<file path="src/inc/acr_pkg.sv">
// Summary of operation
// - one write updates every field of a register
// - address 00h bit 1 resets all, self-clears
// - 00h bit 0: pin shows overrange or readback
// - 01h bits 7-2 hold the swing code
// - swing code applies only when override enabled
// - 03h bits 1-0: only 11 selects best tuning
// - tuning settable only through serial writes
// - 25h bits 7-4 gain, 0101 is 0 dB
// - defaults: 25h=50h, 42h=08h, others 00h
// - 25h bits 2-0 select the test pattern
// - 14-bit custom pattern from 3Fh and 40h
// - 3Dh bits 7-6 select output format
`default_nettype none
package acr_pkg;

	// ----------------------------------------
	// register map
	// ----------------------------------------
	localparam int ACR_NUM_REGS = 15;
	localparam int ACR_IDX_SOFT = 0;
	localparam int ACR_IDX_SWING = 1;
	localparam int ACR_IDX_PERF_A = 2;
	localparam int ACR_IDX_GAIN_TEST = 3;
	localparam int ACR_IDX_DRIVE = 4;
	localparam int ACR_IDX_FORMAT = 5;
	localparam int ACR_IDX_PAT_HI = 6;
	localparam int ACR_IDX_PAT_LO = 7;
	localparam int ACR_IDX_IFACE_CLK = 8;
	localparam int ACR_IDX_FALL_STBY = 9;
	localparam int ACR_IDX_POWER = 10;
	localparam int ACR_IDX_PERF_B = 11;
	localparam int ACR_IDX_PEDESTAL = 12;
	localparam int ACR_IDX_LOOP = 13;
	localparam int ACR_IDX_LOW_RATE = 14;

	localparam logic [7:0] ACR_REG_ADDR [ACR_NUM_REGS] = '{
		8'h00, 8'h01, 8'h03, 8'h25, 8'h26, 8'h3D, 8'h3F, 8'h40,
		8'h41, 8'h42, 8'h43, 8'h4A, 8'hBF, 8'hCF, 8'hDF};
	localparam logic [7:0] ACR_REG_RESET [ACR_NUM_REGS] = '{
		8'h00, 8'h00, 8'h00, 8'h50, 8'h00, 8'h00, 8'h00, 8'h00,
		8'h00, 8'h08, 8'h00, 8'h00, 8'h00, 8'h00, 8'h00};
	// bits software may change; all others stay at their reset value
	localparam logic [7:0] ACR_REG_WMASK [ACR_NUM_REGS] = '{
		8'h01, 8'hFC, 8'h03, 8'hF7, 8'h03, 8'hE0, 8'h3F, 8'hFF,
		8'hFF, 8'hC4, 8'h53, 8'h01, 8'hFC, 8'hBC, 8'h30};

	// ----------------------------------------
	// field positions
	// ----------------------------------------
	localparam int ACR_SOFT_RESET_BIT = 1;
	localparam int ACR_READOUT_BIT = 0;
	localparam logic [1:0] ACR_PERF_A_BEST = 2'h3;
	localparam logic [1:0] ACR_SWING_EN_ON = 2'h3;
	localparam logic [5:0] ACR_SWING_DEFAULT = 6'h00;
	localparam logic [3:0] ACR_GAIN_ZERO_DB = 4'h5;
	localparam logic [3:0] ACR_GAIN_MAX = 4'hC;
	localparam logic [1:0] ACR_FMT_TWOS = 2'h2;
	localparam logic [1:0] ACR_FMT_OFFSET = 2'h3;
	localparam logic [1:0] ACR_IF_LVDS = 2'h1;
	localparam logic [1:0] ACR_IF_CMOS = 2'h3;

	// ----------------------------------------
	// serial framing
	// ----------------------------------------
	localparam int ACR_BYTE_BITS = 8;
	localparam logic [2:0] ACR_LAST_BIT = 3'h7;

	// ----------------------------------------
	// types
	// ----------------------------------------
	typedef enum logic [2:0] {
		ACR_PAT_NORMAL = 3'b000,
		ACR_PAT_ZEROS = 3'b001,
		ACR_PAT_ONES = 3'b010,
		ACR_PAT_TOGGLE = 3'b011,
		ACR_PAT_RAMP = 3'b100,
		ACR_PAT_CUSTOM = 3'b101
	} acr_pattern_t;

	typedef enum logic [0:0] {
		ACR_RX_ADDR = 1'b0,
		ACR_RX_DATA = 1'b1
	} acr_rx_state_t;

	typedef struct packed {
		logic valid;
		logic [7:0] addr;
		logic [7:0] data;
	} acr_wr_t;

	typedef struct packed {
		logic [7:0] val;
	} acr_cell_t;

	typedef struct packed {
		acr_rx_state_t state;
		logic sclk_prev;
		logic [2:0] bit_cnt;
		logic [7:0] shift;
		logic [7:0] addr;
		logic load_pending;
		logic [7:0] sdout;
		acr_wr_t wr;
	} acr_rx_t;

	typedef struct packed {
		logic readout_en;
		logic swing_override;
		logic [5:0] swing_code;
		logic perf_a_best;
		logic perf_b;
		logic [2:0] gain_steps;
		logic gain_reserved;
		acr_pattern_t pattern_sel;
		logic [13:0] custom_pattern;
		logic clkout_2x;
		logic data_2x;
		logic offset_binary;
		logic offset_corr_en;
		logic use_cmos;
		logic [1:0] cmos_clk_strength;
		logic clk_rise_en;
		logic [1:0] clk_rise_posn;
		logic clk_fall_en;
		logic [1:0] clk_fall_posn;
		logic standby;
		logic pdn_global;
		logic pdn_obuf;
		logic [5:0] pedestal;
		logic freeze_corr;
		logic [3:0] corr_time_const;
		logic [1:0] low_speed;
	} acr_cfg_t;

endpackage
`default_nettype wire

</file>
<file path="src/logic/acr_config_regs.sv">
`timescale 1ns/1ps
`default_nettype none
module acr_config_regs (
	// clock and reset
	input wire logic clock_in,
	input wire logic rst_b_in,
	// serial configuration pins
	input wire logic serial_reset_in,
	input wire logic sclk_in,
	input wire logic sen_b_in,
	input wire logic sdata_in,
	// straps and datapath status
	input wire logic format_strap_offset_in,
	input wire logic format_strap_cmos_in,
	input wire logic overrange_in,
	// shared output pin
	output logic overrange_readback_pin_out,
	// decoded configuration
	output acr_pkg::acr_cfg_t cfg_out
);

	// ----------------------------------------
	// serial front end
	// ----------------------------------------
	acr_pkg::acr_wr_t wr;
	logic [7:0] rd_addr;
	logic [7:0] rd_data;
	logic sdout;

	acr_serial_rx u_rx (
		.clock_in(clock_in),
		.rst_b_in(rst_b_in),
		.sclk_in(sclk_in),
		.sen_b_in(sen_b_in),
		.sdata_in(sdata_in),
		.rd_data_in(rd_data),
		.rd_addr_out(rd_addr),
		.wr_out(wr),
		.sdout_out(sdout)
	);

	// ----------------------------------------
	// register file
	// ----------------------------------------
	logic [7:0] q [acr_pkg::ACR_NUM_REGS];
	logic soft_reset;
	logic clear_all;
	logic readout;

	assign readout = q[acr_pkg::ACR_IDX_SOFT][acr_pkg::ACR_READOUT_BIT];
	// the reset bit is never stored, so it reads back as zero
	assign soft_reset = wr.valid && (wr.addr == acr_pkg::ACR_REG_ADDR[acr_pkg::ACR_IDX_SOFT])
		&& wr.data[acr_pkg::ACR_SOFT_RESET_BIT];
	// a held reset pin also freezes every setting at default
	assign clear_all = soft_reset || serial_reset_in;

	genvar gi;
	generate
		for (gi = 0; gi < acr_pkg::ACR_NUM_REGS; gi++) begin : g_reg
			logic wr_hit;
			// readback mode locks everything but the control register
			assign wr_hit = wr.valid && (wr.addr == acr_pkg::ACR_REG_ADDR[gi])
				&& (!readout || (gi == acr_pkg::ACR_IDX_SOFT));
			acr_reg_cell #(
				.RESET_VAL(acr_pkg::ACR_REG_RESET[gi]),
				.WMASK(acr_pkg::ACR_REG_WMASK[gi])
			) u_cell (
				.clock_in(clock_in),
				.rst_b_in(rst_b_in),
				.clear_in(clear_all),
				.wr_en_in(wr_hit),
				.wr_data_in(wr.data),
				.q_out(q[gi])
			);
		end
	endgenerate

	// ----------------------------------------
	// readback mux
	// ----------------------------------------
	always_comb begin
		rd_data = 8'h00;
		// control register is not readable; unmapped addresses give zero
		for (int i = 1; i < acr_pkg::ACR_NUM_REGS; i++) begin
			if (rd_addr == acr_pkg::ACR_REG_ADDR[i]) begin
				rd_data = q[i];
			end
		end
	end

	// ----------------------------------------
	// decoded outputs
	// ----------------------------------------
	typedef struct packed {
		logic pin;
		acr_pkg::acr_cfg_t cfg;
	} acr_top_t;

	acr_top_t s_ff;
	acr_top_t nxt_s;

	logic [7:0] r_swing;
	logic [7:0] r_gain;
	logic [7:0] r_fmt;
	logic [7:0] r_ifc;
	logic [7:0] r_fall;
	logic [7:0] r_pwr;
	logic [7:0] r_loop;

	assign r_swing = q[acr_pkg::ACR_IDX_SWING];
	assign r_gain = q[acr_pkg::ACR_IDX_GAIN_TEST];
	assign r_fmt = q[acr_pkg::ACR_IDX_FORMAT];
	assign r_ifc = q[acr_pkg::ACR_IDX_IFACE_CLK];
	assign r_fall = q[acr_pkg::ACR_IDX_FALL_STBY];
	assign r_pwr = q[acr_pkg::ACR_IDX_POWER];
	assign r_loop = q[acr_pkg::ACR_IDX_LOOP];

	always_comb begin
		nxt_s = s_ff;
		nxt_s.pin = readout ? sdout : overrange_in;
		nxt_s.cfg.readout_en = readout;

		nxt_s.cfg.swing_override = (r_pwr[1:0] == acr_pkg::ACR_SWING_EN_ON);
		nxt_s.cfg.swing_code = nxt_s.cfg.swing_override ? r_swing[7:2]
			: acr_pkg::ACR_SWING_DEFAULT;

		// the two reserved codes behave as default tuning
		nxt_s.cfg.perf_a_best = (q[acr_pkg::ACR_IDX_PERF_A][1:0] == acr_pkg::ACR_PERF_A_BEST);
		nxt_s.cfg.perf_b = q[acr_pkg::ACR_IDX_PERF_B][0];

		// reserved gain codes fall back to 0 dB rather than an odd gain
		if ((r_gain[7:4] >= acr_pkg::ACR_GAIN_ZERO_DB) && (r_gain[7:4] <= acr_pkg::ACR_GAIN_MAX)) begin
			nxt_s.cfg.gain_steps = 3'(r_gain[7:4] - acr_pkg::ACR_GAIN_ZERO_DB);
			nxt_s.cfg.gain_reserved = 1'b0;
		end else begin
			nxt_s.cfg.gain_steps = 3'h0;
			nxt_s.cfg.gain_reserved = 1'b1;
		end

		case (r_gain[2:0])
			3'h0: nxt_s.cfg.pattern_sel = acr_pkg::ACR_PAT_NORMAL;
			3'h1: nxt_s.cfg.pattern_sel = acr_pkg::ACR_PAT_ZEROS;
			3'h2: nxt_s.cfg.pattern_sel = acr_pkg::ACR_PAT_ONES;
			3'h3: nxt_s.cfg.pattern_sel = acr_pkg::ACR_PAT_TOGGLE;
			3'h4: nxt_s.cfg.pattern_sel = acr_pkg::ACR_PAT_RAMP;
			3'h5: nxt_s.cfg.pattern_sel = acr_pkg::ACR_PAT_CUSTOM;
			default: nxt_s.cfg.pattern_sel = acr_pkg::ACR_PAT_NORMAL;
		endcase
		nxt_s.cfg.custom_pattern = {q[acr_pkg::ACR_IDX_PAT_HI][5:0], q[acr_pkg::ACR_IDX_PAT_LO]};

		nxt_s.cfg.clkout_2x = q[acr_pkg::ACR_IDX_DRIVE][1];
		nxt_s.cfg.data_2x = q[acr_pkg::ACR_IDX_DRIVE][0];

		case (r_fmt[7:6])
			acr_pkg::ACR_FMT_TWOS: nxt_s.cfg.offset_binary = 1'b0;
			acr_pkg::ACR_FMT_OFFSET: nxt_s.cfg.offset_binary = 1'b1;
			default: nxt_s.cfg.offset_binary = format_strap_offset_in;
		endcase
		nxt_s.cfg.offset_corr_en = r_fmt[5];

		case (r_ifc[7:6])
			acr_pkg::ACR_IF_LVDS: nxt_s.cfg.use_cmos = 1'b0;
			acr_pkg::ACR_IF_CMOS: nxt_s.cfg.use_cmos = 1'b1;
			default: nxt_s.cfg.use_cmos = format_strap_cmos_in;
		endcase
		nxt_s.cfg.cmos_clk_strength = r_ifc[5:4];
		nxt_s.cfg.clk_rise_en = r_ifc[3];
		nxt_s.cfg.clk_rise_posn = r_ifc[2:1];
		nxt_s.cfg.clk_fall_en = r_ifc[0];
		nxt_s.cfg.clk_fall_posn = r_fall[7:6];

		// with the reset pin tied high the data pin doubles as standby
		nxt_s.cfg.standby = r_fall[2] || (serial_reset_in && sdata_in);
		nxt_s.cfg.pdn_global = r_pwr[6];
		nxt_s.cfg.pdn_obuf = r_pwr[4];

		nxt_s.cfg.pedestal = q[acr_pkg::ACR_IDX_PEDESTAL][7:2];
		nxt_s.cfg.freeze_corr = r_loop[7];
		nxt_s.cfg.corr_time_const = r_loop[5:2];
		nxt_s.cfg.low_speed = q[acr_pkg::ACR_IDX_LOW_RATE][5:4];
	end

	always_ff @(posedge clock_in or negedge rst_b_in) begin
		if (!rst_b_in) begin
			s_ff <= '0;
		end else begin
			s_ff <= nxt_s;
		end
	end

	assign overrange_readback_pin_out = s_ff.pin;
	assign cfg_out = s_ff.cfg;

endmodule
`default_nettype wire

</file>
<file path="src/logic/acr_reg_cell.sv">
`timescale 1ns/1ps
`default_nettype none
module acr_reg_cell #(
	parameter logic [7:0] RESET_VAL = 8'h00,
	parameter logic [7:0] WMASK = 8'hFF
) (
	// clock and reset
	input wire logic clock_in,
	input wire logic rst_b_in,
	// control
	input wire logic clear_in,
	input wire logic wr_en_in,
	input wire logic [7:0] wr_data_in,
	// value
	output logic [7:0] q_out
);

	acr_pkg::acr_cell_t s_ff;
	acr_pkg::acr_cell_t nxt_s;

	always_comb begin
		nxt_s = s_ff;
		if (clear_in) begin
			nxt_s.val = RESET_VAL;
		end else if (wr_en_in) begin
			// whole byte lands at once; fixed bits keep their value
			nxt_s.val = (wr_data_in & WMASK) | (RESET_VAL & ~WMASK);
		end
	end

	always_ff @(posedge clock_in or negedge rst_b_in) begin
		if (!rst_b_in) begin
			s_ff <= '{val: RESET_VAL};
		end else begin
			s_ff <= nxt_s;
		end
	end

	assign q_out = s_ff.val;

endmodule
`default_nettype wire

</file>
<file path="src/logic/acr_serial_rx.sv">
`timescale 1ns/1ps
`default_nettype none
module acr_serial_rx (
	// clock and reset
	input wire logic clock_in,
	input wire logic rst_b_in,
	// serial pins
	input wire logic sclk_in,
	input wire logic sen_b_in,
	input wire logic sdata_in,
	// register side
	input wire logic [7:0] rd_data_in,
	output logic [7:0] rd_addr_out,
	output acr_pkg::acr_wr_t wr_out,
	output logic sdout_out
);

	acr_pkg::acr_rx_t s_ff;
	acr_pkg::acr_rx_t nxt_s;

	always_comb begin
		nxt_s = s_ff;
		nxt_s.wr.valid = 1'b0;
		nxt_s.sclk_prev = sclk_in;
		if (s_ff.load_pending) begin
			// read data follows the address by one cycle
			nxt_s.sdout = rd_data_in;
			nxt_s.load_pending = 1'b0;
		end
		if (sen_b_in) begin
			// partial words are dropped when the frame ends
			nxt_s.state = acr_pkg::ACR_RX_ADDR;
			nxt_s.bit_cnt = '0;
		end else if (s_ff.sclk_prev && !sclk_in) begin
			nxt_s.shift = {s_ff.shift[6:0], sdata_in};
			nxt_s.bit_cnt = s_ff.bit_cnt + 3'h1;
			nxt_s.sdout = {s_ff.sdout[6:0], 1'b0};
			if (s_ff.bit_cnt == acr_pkg::ACR_LAST_BIT) begin
				case (s_ff.state)
					acr_pkg::ACR_RX_ADDR: begin
						nxt_s.addr = {s_ff.shift[6:0], sdata_in};
						nxt_s.load_pending = 1'b1;
						nxt_s.state = acr_pkg::ACR_RX_DATA;
					end
					acr_pkg::ACR_RX_DATA: begin
						nxt_s.wr.valid = 1'b1;
						nxt_s.wr.addr = s_ff.addr;
						nxt_s.wr.data = {s_ff.shift[6:0], sdata_in};
						nxt_s.state = acr_pkg::ACR_RX_ADDR;
					end
					default: begin
						nxt_s.state = acr_pkg::ACR_RX_ADDR;
					end
				endcase
			end
		end
	end

	always_ff @(posedge clock_in or negedge rst_b_in) begin
		if (!rst_b_in) begin
			s_ff <= '0;
		end else begin
			s_ff <= nxt_s;
		end
	end

	assign rd_addr_out = s_ff.addr;
	assign wr_out = s_ff.wr;
	assign sdout_out = s_ff.sdout[7];

endmodule
`default_nettype wire

</file>
<file path="config.mk">
export PLATFORM = sky130hd
export DESIGN_NAME = acr_config_regs
export DESIGN_NICKNAME = d
export VERILOG_FILES = /design/src/inc/acr_pkg.sv /design/src/logic/acr_config_regs.sv /design/src/logic/acr_reg_cell.sv /design/src/logic/acr_serial_rx.sv
export SDC_FILE = /design/constraint.sdc
export NUM_CORES = 1
export LEC_CHECK = 0
export BUFFER_PORTS_ARGS = -buffer_cell sky130_fd_sc_hd__buf_2
export CAP_MARGIN = 15
export CORE_MARGIN = 8
export CORE_UTILIZATION = 59
export DETAILED_ROUTE_END_ITERATION = 7
export PLACE_DENSITY = 0.87
export SLEW_MARGIN = 20
export SYNTH_ARGS = -nofsm -noshare
export SYNTH_HDL_FRONTEND = slang
export SYNTH_SLANG_ARGS = --single-unit
export TNS_END_PERCENT = 1
</file>
<file path="constraint.sdc">
create_clock -name clock_in -period 2.2 [get_ports clock_in]
set_input_delay 0.33 -clock clock_in [delete_from_list [all_inputs] [get_ports clock_in]]
set_output_delay 0.33 -clock clock_in [all_outputs]
set_load 0.005 [all_outputs]
</file>
==> flow_summary.toml <==
[status]
status = "complete, no violations"

[logic_synthesis]
synth_edf_count = 0
synth_area_um2 = 7300
synth_area_leaders = "dfrtp_1 (58%), mux2i_1 (6.7%), mux2_2 (4.5%)"
synth_area_per_cell_um2 = 11.3
synth.most_common_cell = "dfrtp_1"
yosys_register_bits = 171
ys_types = 67
synth_largest_area_cell = "dfrtp_1"
syn_nets = 659
syn_inst = 646
synthFlopType = "dfrtp_1"
synth_top_area_share_pct = 57.9
ys_seq_area_share_pct = 58.7
yosysWarnings = 0
synth-async-reset-ratio_pct = 100
netlist_top_cells_count = "dfrtp_1 (169), nor2_1 (67), nand2_1 (55), mux2i_1 (49), a21oi_1 (38)"

[power_and_ir_drop]
totalPowerFinal_uw = 6320
peakVddDrop_mv = 0.602
leakage_uw = 0.00441
powerDensity_nw_per_um2 = 730

[clock_tree]
cts_max_level = 4
root_buffer = "clkbuf_16"
clk_latency_ns = 0.42
cts_tree = "yes"
post_cts_resize_count = 0
cts_made_buffers = 17
clk_pin_slew_ns = 0.06
clockBufferDepth = 2
cts_sinks = 171

[global_routing]
grt_pass1_wl_um = 33300
gr-total-overflow = 0
track_usage_pct = 27.2
antenna_found_initial = 0
grt_pass1_vias = 5730
grt_max_degree = 76

[drt]
drc = 0
via_per_inst = 6.12
post_drt_wl_per_cell_um = 23.3
drt_first_pass_iters = 7
routed_wl_um = 21400
route.vias.total = 5616
drt_iter0_markers = 598
drtAntennaViolNets = 0

[setup_path]
worst_ep_arrival_time_ns = 2.40
crit_type = "flop to flop"
crit_fanout = 6
critical_path.endpoint_type = "flop"
worst-endpoint-required_ns = 2.50
startpoint_type = "flop"

[cells_and_area]
layout.nets = 750
drive_gt1_share_pct = 25.1
fill_cells = 872
area_delta_synth_final_pct = 18.7
antenna_cells = 0

[die]
chipWidth_um = 127
start_util_pct = 60.5
die_h_um = 127
ios = 70
rows = 40
die-area_um2 = 16200
coreArea_um2 = 12100

[job]
cap_violations = 0

[sta]
worstMarginPinSlew_ns = 0.699
final_hold_viol_count = 0
skew_ns = 0.00561
slew_headroom_pct = 53.4
fin_crit_ns = 2.10
setup_tns_ns = 0
fmax_ghz = 0.476
setup_violations = 0
finalMaxSlewViolations = 0
min_period_over_period_pct = 95.5
rsz0062_at_grt = "no"

[placed_design]
portBuffers = 69
dpl.hpwl_um = 15400
place_congestion = 0.919

[worst_hold_path]
min_path_type = "input pin to flop"
state kept, by name, summed over array words and instances, names as in the netlist:
register / flops
overrange_readback_pin_out: 1
u_rx.s_ff: 20
g.u_cell.q_out: 64
cfg_out: 60
u_rx.sdout_out: 1
u_rx.wr_out: 17
u_rx.rd_addr_out: 8
cell families after synthesis:
family          synth area share [%]
fa+ha+maj                      0.686
buf+inv                         3.14
xor+xnor                       0.360
compound gates                  8.79
mux                             11.2
simple gates                    17.2
flops                           58.7
per-stage QoR:
stage / cell area (um2) / hold WS (ns) / utilization, % / setup WS (ns) / cells
2_1_floorplan: 7300 / 0.0344 / - / 0.312 / 646
3_3_place_gp: 8070 / 0.260 / 66.9 / 0.178 / 884
6_report: 8660 / 0.0547 / 71.8 / 0.0984 / 918
5_1_grt: 8660 / 0.0428 / 71.8 / 0.0237 / 918
4_1_cts: 8650 / 0.0439 / 71.8 / 0.106 / 917
3_5_place_dp: 8070 / 0.274 / 66.9 / 0.118 / 884
power by group:
part           leakage (uW)  internal, uW  switching [uW]  total, uW
registers           0.00237          3180            34.7       3220
clock network      0.000279          1770            1170       2940
logic               0.00176          47.9             120        168
final timing paths:
check                      slack (ns)  cells past startpoint                      start                        end
setup / recovery                  0.1                      6   g_reg[0].u_cell.q_out[0]  g_reg[12].u_cell.q_out[5]
hold / removal                   0.05                      1                    sclk_in              u_rx.s_ff[45]
setup reg to reg                  0.1                      6   g_reg[0].u_cell.q_out[0]  g_reg[12].u_cell.q_out[5]
hold reg to reg                  0.40                      0  g_reg[13].u_cell.q_out[2]                 cfg_out[2]
max in group asynchronous        1.07                      3                   rst_b_in   g_reg[3].u_cell.q_out[6]
min in group asynchronous        0.40                      2                   rst_b_in                cfg_out[12]
layout make-up:
class                      count  area (um2)  share of cell area (%)
multi-input combinational    418        2790                    32.2
clock inverter                 6        90.1                    1.04
tap                          168         210                    2.43
timing repair buffer         115         749                    8.65
sequential                   171        4280                    49.4
clock buffer                  26         489                    5.65
inverter                      14        52.6                   0.607
per-layer routing:
metal | track usage (%) | share of wire, % | wire (um) | vias up
li1 | - | - | - | 2477
met1 | 34.5 | 41 | 8680 | 2854
met2 | 44.6 | 50 | 10600 | 250
met3 | 5.91 | 7.3 | 1560 | 35
met4 | 10.6 | 2.6 | 553 | 0
met5 | 0 | 0 | 0 | -
critical path, cell delays in order, from the launching register on:
cell and delay, ns:
dfrtp_1 0.45, and2b_1 0.32, nand4_1 0.28, nor4b_4 0.36, buf_4 0.24, mux2i_1 0.25, nor2_1 0.08
cells in the final DEF (no fill, tap or decap), types with 7 or more instances in the layout:
master     count
nand4_1        8
nand2_1       55
o211ai_1       7
dfrtp_1      169
nor2b_1        8
nand3_1       35
buf_2         68
mux2_2        29
and3_1        11
o21ai_0        9
nor2_1        67
buf_4         41
clkbuf_16     17
mux2i_1       49
inv_1         14
a21oi_1       38
repair_timing:
item	4_1_cts	5_1_grt
hold endpoints to repair	40	0
setup buffers	0	1
hold buffers	1	0
endpoints found under the setup margin	0	1
Power figures use the tool's default switching activity.
